--- config.mk ---
export PLATFORM = sky130hd
export DESIGN_NAME = lcd_driver_command_decoder
export DESIGN_NICKNAME = d
export VERILOG_FILES = /design/src/design/lcd_cmd_pkg.sv /design/src/design/lcd_driver_command_decoder.sv
export SDC_FILE = /design/constraint.sdc
export NUM_CORES = 2
export LEC_CHECK = 0
export BUFFER_PORTS_ARGS = -buffer_cell sky130_fd_sc_hd__buf_2
export CELL_PAD_IN_SITES_DETAIL_PLACEMENT = 0
export CELL_PAD_IN_SITES_GLOBAL_PLACEMENT = 1
export CORE_MARGIN = 8
export CORE_UTILIZATION = 51
export CTS_CLUSTER_SIZE = 16
export DETAILED_ROUTE_END_ITERATION = 8
export GPL_ROUTABILITY_DRIVEN = 0
export HOLD_SLACK_MARGIN = 0.08
export PLACE_DENSITY = 0.73
export SLEW_MARGIN = 0
export SYNTH_ARGS = -nofsm -noshare
export SYNTH_HDL_FRONTEND = slang
export SYNTH_SLANG_ARGS = --single-unit
--- constraint.sdc ---
create_clock -name clk_sys -period 8.25 [get_ports clk_sys]
set_input_delay 0.4125 -clock clk_sys [delete_from_list [all_inputs] [get_ports clk_sys]]
set_output_delay 0.4125 -clock clk_sys [all_outputs]
set_load 0.005 [all_outputs]
--- src/design/lcd_cmd_pkg.sv ---
// Constants, opcodes and carrier types for the LCD driver command decoder
// Notes on behaviour
// - Display on/off command bit 0 shows (1) or blanks (0) the panel, memory kept
// - Start-line command loads a 5-bit line address 0..1F for the first common row
// - Page-set command loads a 2-bit page for host accesses, display unaffected
// - Command with top bit 0 loads a column address 0..79
// - Column auto-increment stops at 50 hex; page never changes from it
// - Status byte: bit7 busy, bit6 segment order, bit5 display off, bit4 init, rest 0
// - Busy reads 1 during any operation or reset cycle; host waits for 0
// - Segment-order flag is 1 for column n to segment n, 0 for 79-n
// - Display state bit reads 0 when on and 1 when off
// - Data write stores the byte at page and column, then column plus one
// - Data read returns the byte at page and column; increments only outside RMW
// - Segment-direction command bit 0 picks normal or reversed column order
// - Static-drive bit 0 at 1 forces all commons active and the whole display on
// - Duty-select bit 0 gives 1/32 when 1 and 1/16 when 0
// - In RMW writes still increment, reads do not; column saved on entry
// - End command leaves RMW and restores the saved column address
// - Reset command sets start line 0 and page 3, memory kept, no pin reset
// - Display off plus static on gives power save; display on or static off exits
// - Reset pin level high selects 68-style strobes, low selects 80-style
// - Register select and direction decode data read, data write, status, command
// - Transfers go through a holding latch; reads return the prefetched byte
// - Pin reset: blank, line 0, static off, column 0, page 3, 1/32, RMW off
package lcd_cmd_pkg;

  // ----------------------------------------------------------------------
  // Geometry and timing
  // ----------------------------------------------------------------------
  localparam int NUM_COLS = 80;
  localparam int NUM_PAGES = 4;
  localparam int FIFO_DEPTH = 32;
  localparam logic [6:0] COL_LIMIT = 7'h50;
  localparam logic [6:0] COL_LAST = 7'h4f;
  localparam int CLK_PERIOD_NS = 10;
  localparam int INIT_TIME_NS = 1000;
  localparam int INIT_CYCLES = (INIT_TIME_NS + CLK_PERIOD_NS - 1) / CLK_PERIOD_NS;

  // ----------------------------------------------------------------------
  // Reset values
  // ----------------------------------------------------------------------
  localparam logic [1:0] PAGE_RESET = 2'h3;
  localparam logic [4:0] LINE_RESET = 5'h00;
  localparam logic [6:0] COL_RESET = 7'h00;

  // ----------------------------------------------------------------------
  // Command opcodes (bit 0 masked where it carries data)
  // ----------------------------------------------------------------------
  localparam logic [7:0] OP_DISPLAY = 8'hae;
  localparam logic [7:0] OP_ADC = 8'ha0;
  localparam logic [7:0] OP_STATIC = 8'ha4;
  localparam logic [7:0] OP_DUTY = 8'ha8;
  localparam logic [7:0] OP_RMW = 8'he0;
  localparam logic [7:0] OP_END = 8'hee;
  localparam logic [7:0] OP_RESET = 8'he2;
  localparam logic [7:0] OP_PAGE = 8'hb8;
  localparam logic [7:0] MASK_BIT0 = 8'hfe;
  localparam logic [7:0] MASK_PAGE = 8'hfc;
  localparam logic [7:0] MASK_LINE = 8'he0;
  localparam logic [7:0] OP_LINE = 8'hc0;

  // ----------------------------------------------------------------------
  // Status byte field positions
  // ----------------------------------------------------------------------
  localparam int ST_BUSY = 7;
  localparam int ST_SEG = 6;
  localparam int ST_OFF = 5;
  localparam int ST_INIT = 4;

  // One host write held between bus and executor
  typedef struct packed {
    logic is_data;
    logic [7:0] value;
  } host_word_t;

endpackage : lcd_cmd_pkg

--- src/design/lcd_driver_command_decoder.sv ---
// Host bus front end, write FIFO and command executor of the LCD driver
`timescale 1ns/1ns
`default_nettype none

// --------------------------------------------------------------------------
// Simple synchronous FIFO
// --------------------------------------------------------------------------
module word_fifo #(
  parameter int WIDTH = 9,
  parameter int DEPTH = 32
) (
  input wire logic clk_sys,
  input wire logic srst,
  input wire logic in_valid,
  output logic in_ready,
  input wire logic [WIDTH-1:0] in_data,
  output logic out_valid,
  input wire logic out_ready,
  output logic [WIDTH-1:0] out_data
);
  localparam int AW = $clog2(DEPTH);
  logic [WIDTH-1:0] mem [0:DEPTH-1];
  logic [AW-1:0] wr_ptr_q;
  logic [AW-1:0] rd_ptr_q;
  logic [AW:0] count_q;
  logic push;
  logic pop;

  // Full and empty come straight from the occupancy count
  assign in_ready = (count_q != (AW+1)'(DEPTH));
  assign out_valid = (count_q != '0);
  assign out_data = mem[rd_ptr_q];
  assign push = in_valid && in_ready;
  assign pop = out_valid && out_ready;

  // Storage, no reset needed
  always_ff @(posedge clk_sys) begin
    if (push) begin
      mem[wr_ptr_q] <= in_data;
    end
  end

  // Pointers and count
  always_ff @(posedge clk_sys) begin
    if (srst) begin
      wr_ptr_q <= '0;
      rd_ptr_q <= '0;
      count_q <= '0;
    end else begin
      if (push) begin
        wr_ptr_q <= (wr_ptr_q == AW'(DEPTH - 1)) ? '0 : wr_ptr_q + 1'b1;
      end
      if (pop) begin
        rd_ptr_q <= (rd_ptr_q == AW'(DEPTH - 1)) ? '0 : rd_ptr_q + 1'b1;
      end
      if (push && !pop) begin
        count_q <= count_q + 1'b1;
      end else if (pop && !push) begin
        count_q <= count_q - 1'b1;
      end
    end
  end
endmodule : word_fifo

// --------------------------------------------------------------------------
// Command decoder top
// --------------------------------------------------------------------------
module lcd_driver_command_decoder #(
  parameter int NUM_COLS = lcd_cmd_pkg::NUM_COLS,
  parameter int NUM_PAGES = lcd_cmd_pkg::NUM_PAGES,
  parameter int FIFO_DEPTH = lcd_cmd_pkg::FIFO_DEPTH,
  parameter int INIT_CYCLES = lcd_cmd_pkg::INIT_CYCLES
) (
  input wire logic clk_sys,
  input wire logic srst,
  input wire logic reset_pin,
  input wire logic register_select,
  input wire logic bus_strobe,
  input wire logic bus_dir,
  input wire logic [7:0] data_in,
  output logic [7:0] data_out_q,
  output logic data_oe_q,
  output logic panel_on_q,
  output logic static_drive_q,
  output logic duty_32_q,
  output logic seg_normal_q,
  output logic [4:0] first_common_row_q,
  output logic power_save_q,
  output logic drivers_enable_q,
  output logic oscillator_pin_run_q
);
  localparam int RAM_WORDS = NUM_COLS * NUM_PAGES;

  // ------------------------------------------------------------------------
  // State
  // ------------------------------------------------------------------------
  logic [7:0] ram [0:RAM_WORDS-1];
  logic pin_q;
  logic pin_prev_q;
  logic read_act_q;
  logic write_act_q;
  logic rs_q;
  logic [7:0] data_q;
  logic [7:0] read_latch_q;
  logic [6:0] col_q;
  logic [6:0] col_saved_q;
  logic rmw_q;
  logic [1:0] page_q;
  logic [$clog2(INIT_CYCLES+1)-1:0] init_cnt_q;

  logic pin_edge;
  logic read_act;
  logic write_act;
  logic write_end;
  logic read_start;
  logic data_read_end;
  logic fifo_in_ready;
  logic fifo_out_valid;
  logic fifo_pop;
  logic init_active;
  logic busy;
  logic [8:0] fifo_out_bits;
  logic [8:0] ram_addr;
  logic col_in_range;
  logic [7:0] status_byte;
  logic [7:0] cmd;
  logic cmd_valid;
  logic data_valid;
  lcd_cmd_pkg::host_word_t push_word;
  lcd_cmd_pkg::host_word_t pop_word;

  // ------------------------------------------------------------------------
  // Reset pin: level picks the bus style, any edge starts initialisation
  // ------------------------------------------------------------------------
  // Reset loads the live level, so no false edge or wrong bus style follows it
  always_ff @(posedge clk_sys) begin
    if (srst) begin
      pin_q <= reset_pin;
      pin_prev_q <= reset_pin;
    end else begin
      pin_q <= reset_pin;
      pin_prev_q <= pin_q;
    end
  end
  assign pin_edge = pin_q ^ pin_prev_q;

  // Strobe decode: 68 style uses E plus R/W, 80 style active-low RD and WR
  assign read_act = pin_q ? (bus_strobe && bus_dir) : !bus_strobe;
  assign write_act = pin_q ? (bus_strobe && !bus_dir) : !bus_dir;

  // Bus sampling; data is taken while the strobe is still active
  always_ff @(posedge clk_sys) begin
    if (srst) begin
      read_act_q <= 1'b0;
      write_act_q <= 1'b0;
      rs_q <= 1'b0;
      data_q <= 8'h00;
    end else begin
      read_act_q <= read_act;
      write_act_q <= write_act;
      if (read_act || write_act) begin
        rs_q <= register_select;
        data_q <= data_in;
      end
    end
  end

  // A write is committed when its strobe ends, a read starts on the leading edge
  assign write_end = write_act_q && !write_act;
  assign read_start = read_act && !read_act_q;
  assign data_read_end = read_act_q && !read_act && rs_q;

  // ------------------------------------------------------------------------
  // Holding FIFO between bus and executor
  // ------------------------------------------------------------------------
  assign push_word.is_data = rs_q;
  assign push_word.value = data_q;
  assign pop_word = lcd_cmd_pkg::host_word_t'(fifo_out_bits);

  // Draining stalls during initialisation, so a burst can really fill it
  assign init_active = (init_cnt_q != '0);
  assign fifo_pop = fifo_out_valid && !init_active;

  word_fifo #(
    .WIDTH(9),
    .DEPTH(FIFO_DEPTH)
  ) u_hold_fifo (
    .clk_sys(clk_sys),
    .srst(srst),
    .in_valid(write_end),
    .in_ready(fifo_in_ready),
    .in_data(push_word),
    .out_valid(fifo_out_valid),
    .out_ready(!init_active),
    .out_data(fifo_out_bits)
  );

  assign cmd = pop_word.value;
  assign cmd_valid = fifo_pop && !pop_word.is_data;
  assign data_valid = fifo_pop && pop_word.is_data;

  // Busy covers pending work, a full holding FIFO and the init period
  assign busy = fifo_out_valid || !fifo_in_ready || init_active;

  // ------------------------------------------------------------------------
  // Initialisation period counter
  // ------------------------------------------------------------------------
  always_ff @(posedge clk_sys) begin
    if (srst) begin
      init_cnt_q <= ($clog2(INIT_CYCLES+1))'(INIT_CYCLES);
    end else if (pin_edge) begin
      init_cnt_q <= ($clog2(INIT_CYCLES+1))'(INIT_CYCLES);
    end else if (cmd_valid && cmd == lcd_cmd_pkg::OP_RESET) begin
      init_cnt_q <= ($clog2(INIT_CYCLES+1))'(INIT_CYCLES);
    end else if (init_active) begin
      init_cnt_q <= init_cnt_q - 1'b1;
    end
  end

  // ------------------------------------------------------------------------
  // Display mode registers
  // ------------------------------------------------------------------------
  always_ff @(posedge clk_sys) begin
    if (srst || pin_edge) begin
      panel_on_q <= 1'b0;
      static_drive_q <= 1'b0;
      duty_32_q <= 1'b1;
      seg_normal_q <= 1'b1;
      first_common_row_q <= lcd_cmd_pkg::LINE_RESET;
    end else if (cmd_valid) begin
      if ((cmd & lcd_cmd_pkg::MASK_BIT0) == lcd_cmd_pkg::OP_DISPLAY) begin
        panel_on_q <= cmd[0];
      end
      if ((cmd & lcd_cmd_pkg::MASK_BIT0) == lcd_cmd_pkg::OP_STATIC) begin
        static_drive_q <= cmd[0];
      end
      if ((cmd & lcd_cmd_pkg::MASK_BIT0) == lcd_cmd_pkg::OP_DUTY) begin
        duty_32_q <= cmd[0];
      end
      if ((cmd & lcd_cmd_pkg::MASK_BIT0) == lcd_cmd_pkg::OP_ADC) begin
        seg_normal_q <= !cmd[0];
      end
      if ((cmd & lcd_cmd_pkg::MASK_LINE) == lcd_cmd_pkg::OP_LINE) begin
        first_common_row_q <= cmd[4:0];
      end
      if (cmd == lcd_cmd_pkg::OP_RESET) begin
        first_common_row_q <= lcd_cmd_pkg::LINE_RESET;
      end
    end
  end

  // Power save follows one cycle after the mode bits, in either order
  always_ff @(posedge clk_sys) begin
    if (srst) begin
      power_save_q <= 1'b0;
      drivers_enable_q <= 1'b0;
      oscillator_pin_run_q <= 1'b1;
    end else begin
      power_save_q <= !panel_on_q && static_drive_q;
      drivers_enable_q <= !(!panel_on_q && static_drive_q);
      oscillator_pin_run_q <= !(!panel_on_q && static_drive_q);
    end
  end

  // ------------------------------------------------------------------------
  // Page register; it only steers host accesses, never the display
  // ------------------------------------------------------------------------
  always_ff @(posedge clk_sys) begin
    if (srst || pin_edge) begin
      page_q <= lcd_cmd_pkg::PAGE_RESET;
    end else if (cmd_valid) begin
      if ((cmd & lcd_cmd_pkg::MASK_PAGE) == lcd_cmd_pkg::OP_PAGE) begin
        page_q <= cmd[1:0];
      end else if (cmd == lcd_cmd_pkg::OP_RESET) begin
        page_q <= lcd_cmd_pkg::PAGE_RESET;
      end
    end
  end

  // ------------------------------------------------------------------------
  // Column counter, read-modify-write mode and saved column
  // ------------------------------------------------------------------------
  // Reads never overlap executor pops in legal use, so the pop takes priority
  always_ff @(posedge clk_sys) begin
    if (srst || pin_edge) begin
      col_q <= lcd_cmd_pkg::COL_RESET;
      col_saved_q <= lcd_cmd_pkg::COL_RESET;
      rmw_q <= 1'b0;
    end else if (cmd_valid) begin
      if (!cmd[7]) begin
        if (cmd[6:0] <= lcd_cmd_pkg::COL_LAST) begin
          col_q <= cmd[6:0];
        end
      end else if (cmd == lcd_cmd_pkg::OP_RMW) begin
        rmw_q <= 1'b1;
        col_saved_q <= col_q;
      end else if (cmd == lcd_cmd_pkg::OP_END) begin
        rmw_q <= 1'b0;
        col_q <= col_saved_q;
      end
    end else if (data_valid) begin
      if (col_q != lcd_cmd_pkg::COL_LIMIT) begin
        col_q <= col_q + 7'h01;
      end
    end else if (data_read_end && !rmw_q) begin
      if (col_q != lcd_cmd_pkg::COL_LIMIT) begin
        col_q <= col_q + 7'h01;
      end
    end
  end

  // ------------------------------------------------------------------------
  // Display memory and read prefetch latch
  // ------------------------------------------------------------------------
  assign ram_addr = 9'(page_q) * 9'(NUM_COLS) + 9'(col_q);
  assign col_in_range = (col_q < lcd_cmd_pkg::COL_LIMIT);

  // Column 50 hex does not exist: writes there are dropped
  always_ff @(posedge clk_sys) begin
    if (data_valid && col_in_range) begin
      ram[ram_addr] <= cmd;
    end
  end

  // A read hands out the old latch and refills it from the current address,
  // which is why the first read after addressing returns stale data
  always_ff @(posedge clk_sys) begin
    if (srst) begin
      read_latch_q <= 8'h00;
    end else if (data_read_end) begin
      read_latch_q <= col_in_range ? ram[ram_addr] : 8'h00;
    end
  end

  // ------------------------------------------------------------------------
  // Read data output
  // ------------------------------------------------------------------------
  assign status_byte = {busy, seg_normal_q, !panel_on_q, init_active, 4'h0};

  // Data is launched on the first sampled cycle of the read strobe
  always_ff @(posedge clk_sys) begin
    if (srst) begin
      data_out_q <= 8'h00;
      data_oe_q <= 1'b0;
    end else begin
      data_oe_q <= read_act;
      if (read_start) begin
        data_out_q <= register_select ? read_latch_q : status_byte;
      end
    end
  end

endmodule : lcd_driver_command_decoder

`default_nettype wire

==> flow_summary.toml <==
[grt]
grtUsageTotal = 0.2319
grt-busiest-layer = "met2"
grt-ovfl-total = 0
antenna_found_initial = 12
grt_pass1_wl_mm = 403.9
grt_use_met1 = 0.3381
grt_util_met3 = 0.05239
met2_usage = 0.3608
grt_start_max_net_pins = 197
grt_pass1_vias = 54790

[route]
routed_wl_mm = 278.6
drc = 0
ant_nets = 0
via_per_inst = 6.375
firstDrtPassIters = 6
drtIter0Drc = 6773
wire_per_inst_um = 32.35
vias = 54910

[clocking]
insertion_delay_ps = 950
cts.clk_slew.worst_paths_ps = 60
cts-root-buf = "clkbuf_16"
postCtsSetupRepairBufs = 0
numCtsBuffers = 304
cts_tree = "done"
cts_resized = 0
clockBufferDepth = 4
cts.htree.levels = 5
clock-sinks = 2934

[synth]
post_synth_num_cell_types = 78
synth-async-reset-ratio = 0
ys_seq_area_frac = 0.7632
synth_nets = 5293
yosys_warnings = 0
synth_xor_area_frac = 0.001149
synth_edf_count = 2848
synthAdderAreaFrac = 0.002649
synth-compound-area-share = 0.01392
mappedNetlistArea_um2 = 114300
synth-simple-area-share = 0.02856
synthMuxAreaShare = 0.1775
syn-instance-count = 5256
syn_avg_cell_area_um2 = 21.75
synth_top_family_by_area = "multiplexers"
ys.flop_type = "edfxtp_1"
synth-seq-cells = 2934

[pwr]
ir_drop_mv = 0.2200
p_per_area_nw_per_um2 = 234.0
power.leakage_nw = 38.54
total_power_mw = 29.87

[die]
die_h_um = 489.4
start_util = 0.5137
die_x_um = 489.4
die_area_um2 = 239500
coreArea_um2 = 222500
pin_count = 35
row_count = 173

[flow_run]
cap_viol_max_count = 0

[timing]
period_share = 0.6819
setup_tns_ps = 0
period_minus_slack_ps = 5625
relSlewSlack = 0.1067
max_freq_mhz = 177.8
hold_violations = 0
slew_viol_final = 0
skew_ps = 81.90
setup_violations = 0
worst_pin_slew_ps = 1335
rsz0062_at_grt = "no"

[worst_setup_path]
cp_common_cell = "nor2_1"
crit_chain = "mux2i_1 > a22oi_1 > nand2_1 > o21ai_1 > o21ai_4 > buf_4 > nor2_1 > nand3_1 > nor2_1"
required_ps = 8800
arrival_ps = 6170
cp-end-kind = "flip-flop"
critPathSlowestCell = "dfxtp_2"
critPathLaunchType = "flip-flop"
cpPeakStageDelay_ps = 1010
critPathKind = "flip-flop to flip-flop"
crit_fanout = 33

[layout]
regArea_um2 = 87260
num-fill-cells = 16040
area_growth_pct = 11.70
nets = 5454
drive_above_1_share = 0.2600
mostFrequentLayoutCells = "edfxtp_1, mux4_2, nor2_1"
mostFrequentLayoutCell = "edfxtp_1"
multiInputGateArea_um2 = 25720

[status]
outcome = "completed"

[hold_path]
hold_path_class = "primary input to flip-flop"

[placement]
io_buffer_count = 34
hpwl_mm = 163.7
-- layer usage --
layer	routed length [um]	vias up	share of wire
met3	25760	470	0.092
li1	-	22310	-
met1	113100	29370	0.41
met5	243	-	0.00087
met2	132200	2764	0.47
met4	7303	4	0.026
-- area by class of cell --
| cell class | count | share of cell area |
|---|---|---|
| Inverter | 24 | 0.001117 |
| Tap cell | 2975 | 0.02915 |
| Clock inverter | 157 | 0.01089 |
| Clock buffer | 367 | 0.06290 |
| Sequential cell | 2934 | 0.6835 |
| Multi-Input combinational cell | 1988 | 0.2015 |
| Timing Repair Buffer | 165 | 0.01096 |
| Antenna cell | 4 | 0.00007840 |
-- path summary, 6_finish.rpt --
check	start	to	slack (ps)	depth (start not counted)
min reg2reg	data_out_q[4]	data_out_q[4]	460	2
max reg2reg	flip-flop	ram[312][2]	2620	9
max	flip-flop	ram[312][2]	2620	9
min	data_in[0]	data_q[0]	280	4
-- worst max-delay path, delay by kind of cell, from the launching register on --
kind	cells	cell delay, ps
DFF	1	1010
buffers and inverters	1	220
and+or+nand+nor	4	2660
AOI/OAI and AO/OA	3	1090
muxes	1	220
-- cell usage after synthesis, types with 8 or more instances --
cell type / instances / area [um2]
a211oi_1: 8 / 60.06
a21oi_1: 50 / 250.2
a221oi_1: 9 / 78.83
a22oi_1: 45 / 337.8
a31oi_1: 9 / 56.30
a32oi_1: 8 / 70.07
and2_1: 8 / 50.05
and3_1: 8 / 50.05
buf_1: 46 / 172.7
buf_2: 89 / 445.4
buf_4: 15 / 112.6
clkbuf_1: 151 / 566.8
dfxtp_1: 86 / 1722
edfxtp_1: 2848 / 85520
ha_1: 21 / 262.8
inv_1: 23 / 86.33
mux2_2: 17 / 191.4
mux2i_1: 135 / 1351
mux4_2: 824 / 18560
nand2_1: 119 / 446.7
nand2b_1: 10 / 62.56
nand3_1: 50 / 250.2
nand3b_1: 8 / 60.06
nand4_1: 10 / 62.56
nor2_1: 417 / 1565
nor2b_1: 19 / 118.9
nor3_1: 44 / 220.2
o211ai_1: 9 / 67.56
o21ai_0: 30 / 150.1
xnor2_1: 10 / 87.58
-- report_power, final --
group | switching, mW | internal, mW | leakage (nW)
combinational | 0.290 | 0.110 | 7.50
clock | 5.52 | 7.66 | 4.63
sequential | 0.0178 | 16.3 | 26.4
total | 5.83 | 24.0 | 38.5
-- what timing repair did --
action	4_1_cts	5_1_grt
hold endpoints to repair	35	0
hold buffers	18	0
endpoints found under the setup margin	0	0
-- logic make-up (layout without fill, tap and decap cells) --
family	count (synthesis)	after routing
adders and majority gates	23	23
and+or+nand+nor	739	739
xor gates and xnor gates	15	15
AOI/OAI and AO/OA	228	228
DFF	2934	2934
buffers and inverters	334	713
other	0	4
muxes	983	983
-- stage by stage --
step           hold WS [ps]  std cells  setup slack, ps    util  instance area (um2)
2_1_floorplan         433.2       5256            47.08       -               114300
3_3_place_gp          444.9       8068             2716  0.5306               118100
3_5_place_dp          451.2       8068             2649  0.5306               118100
4_1_cts               199.7       8610             2602  0.5738               127700
5_1_grt               254.2       8612             2382  0.5738               127700
6_report              280.4       8614             2625  0.5738               127700
-- flip-flops by register name, indices dropped and copies added (netlist names), 2 cells and up, named ones only --
register              flops
ram                    2560
u_hold_fifo.mem         288
data_out_q                8
data_q                    8
read_latch_q              8
col_q                     7
col_saved_q               7
init_cnt_q                7
u_hold_fifo.count_q       6
first_common_row_q        5
u_hold_fifo.rd_ptr_q      5
u_hold_fifo.wr_ptr_q      5
page_q                    2
(Power assumes the default switching activity.)
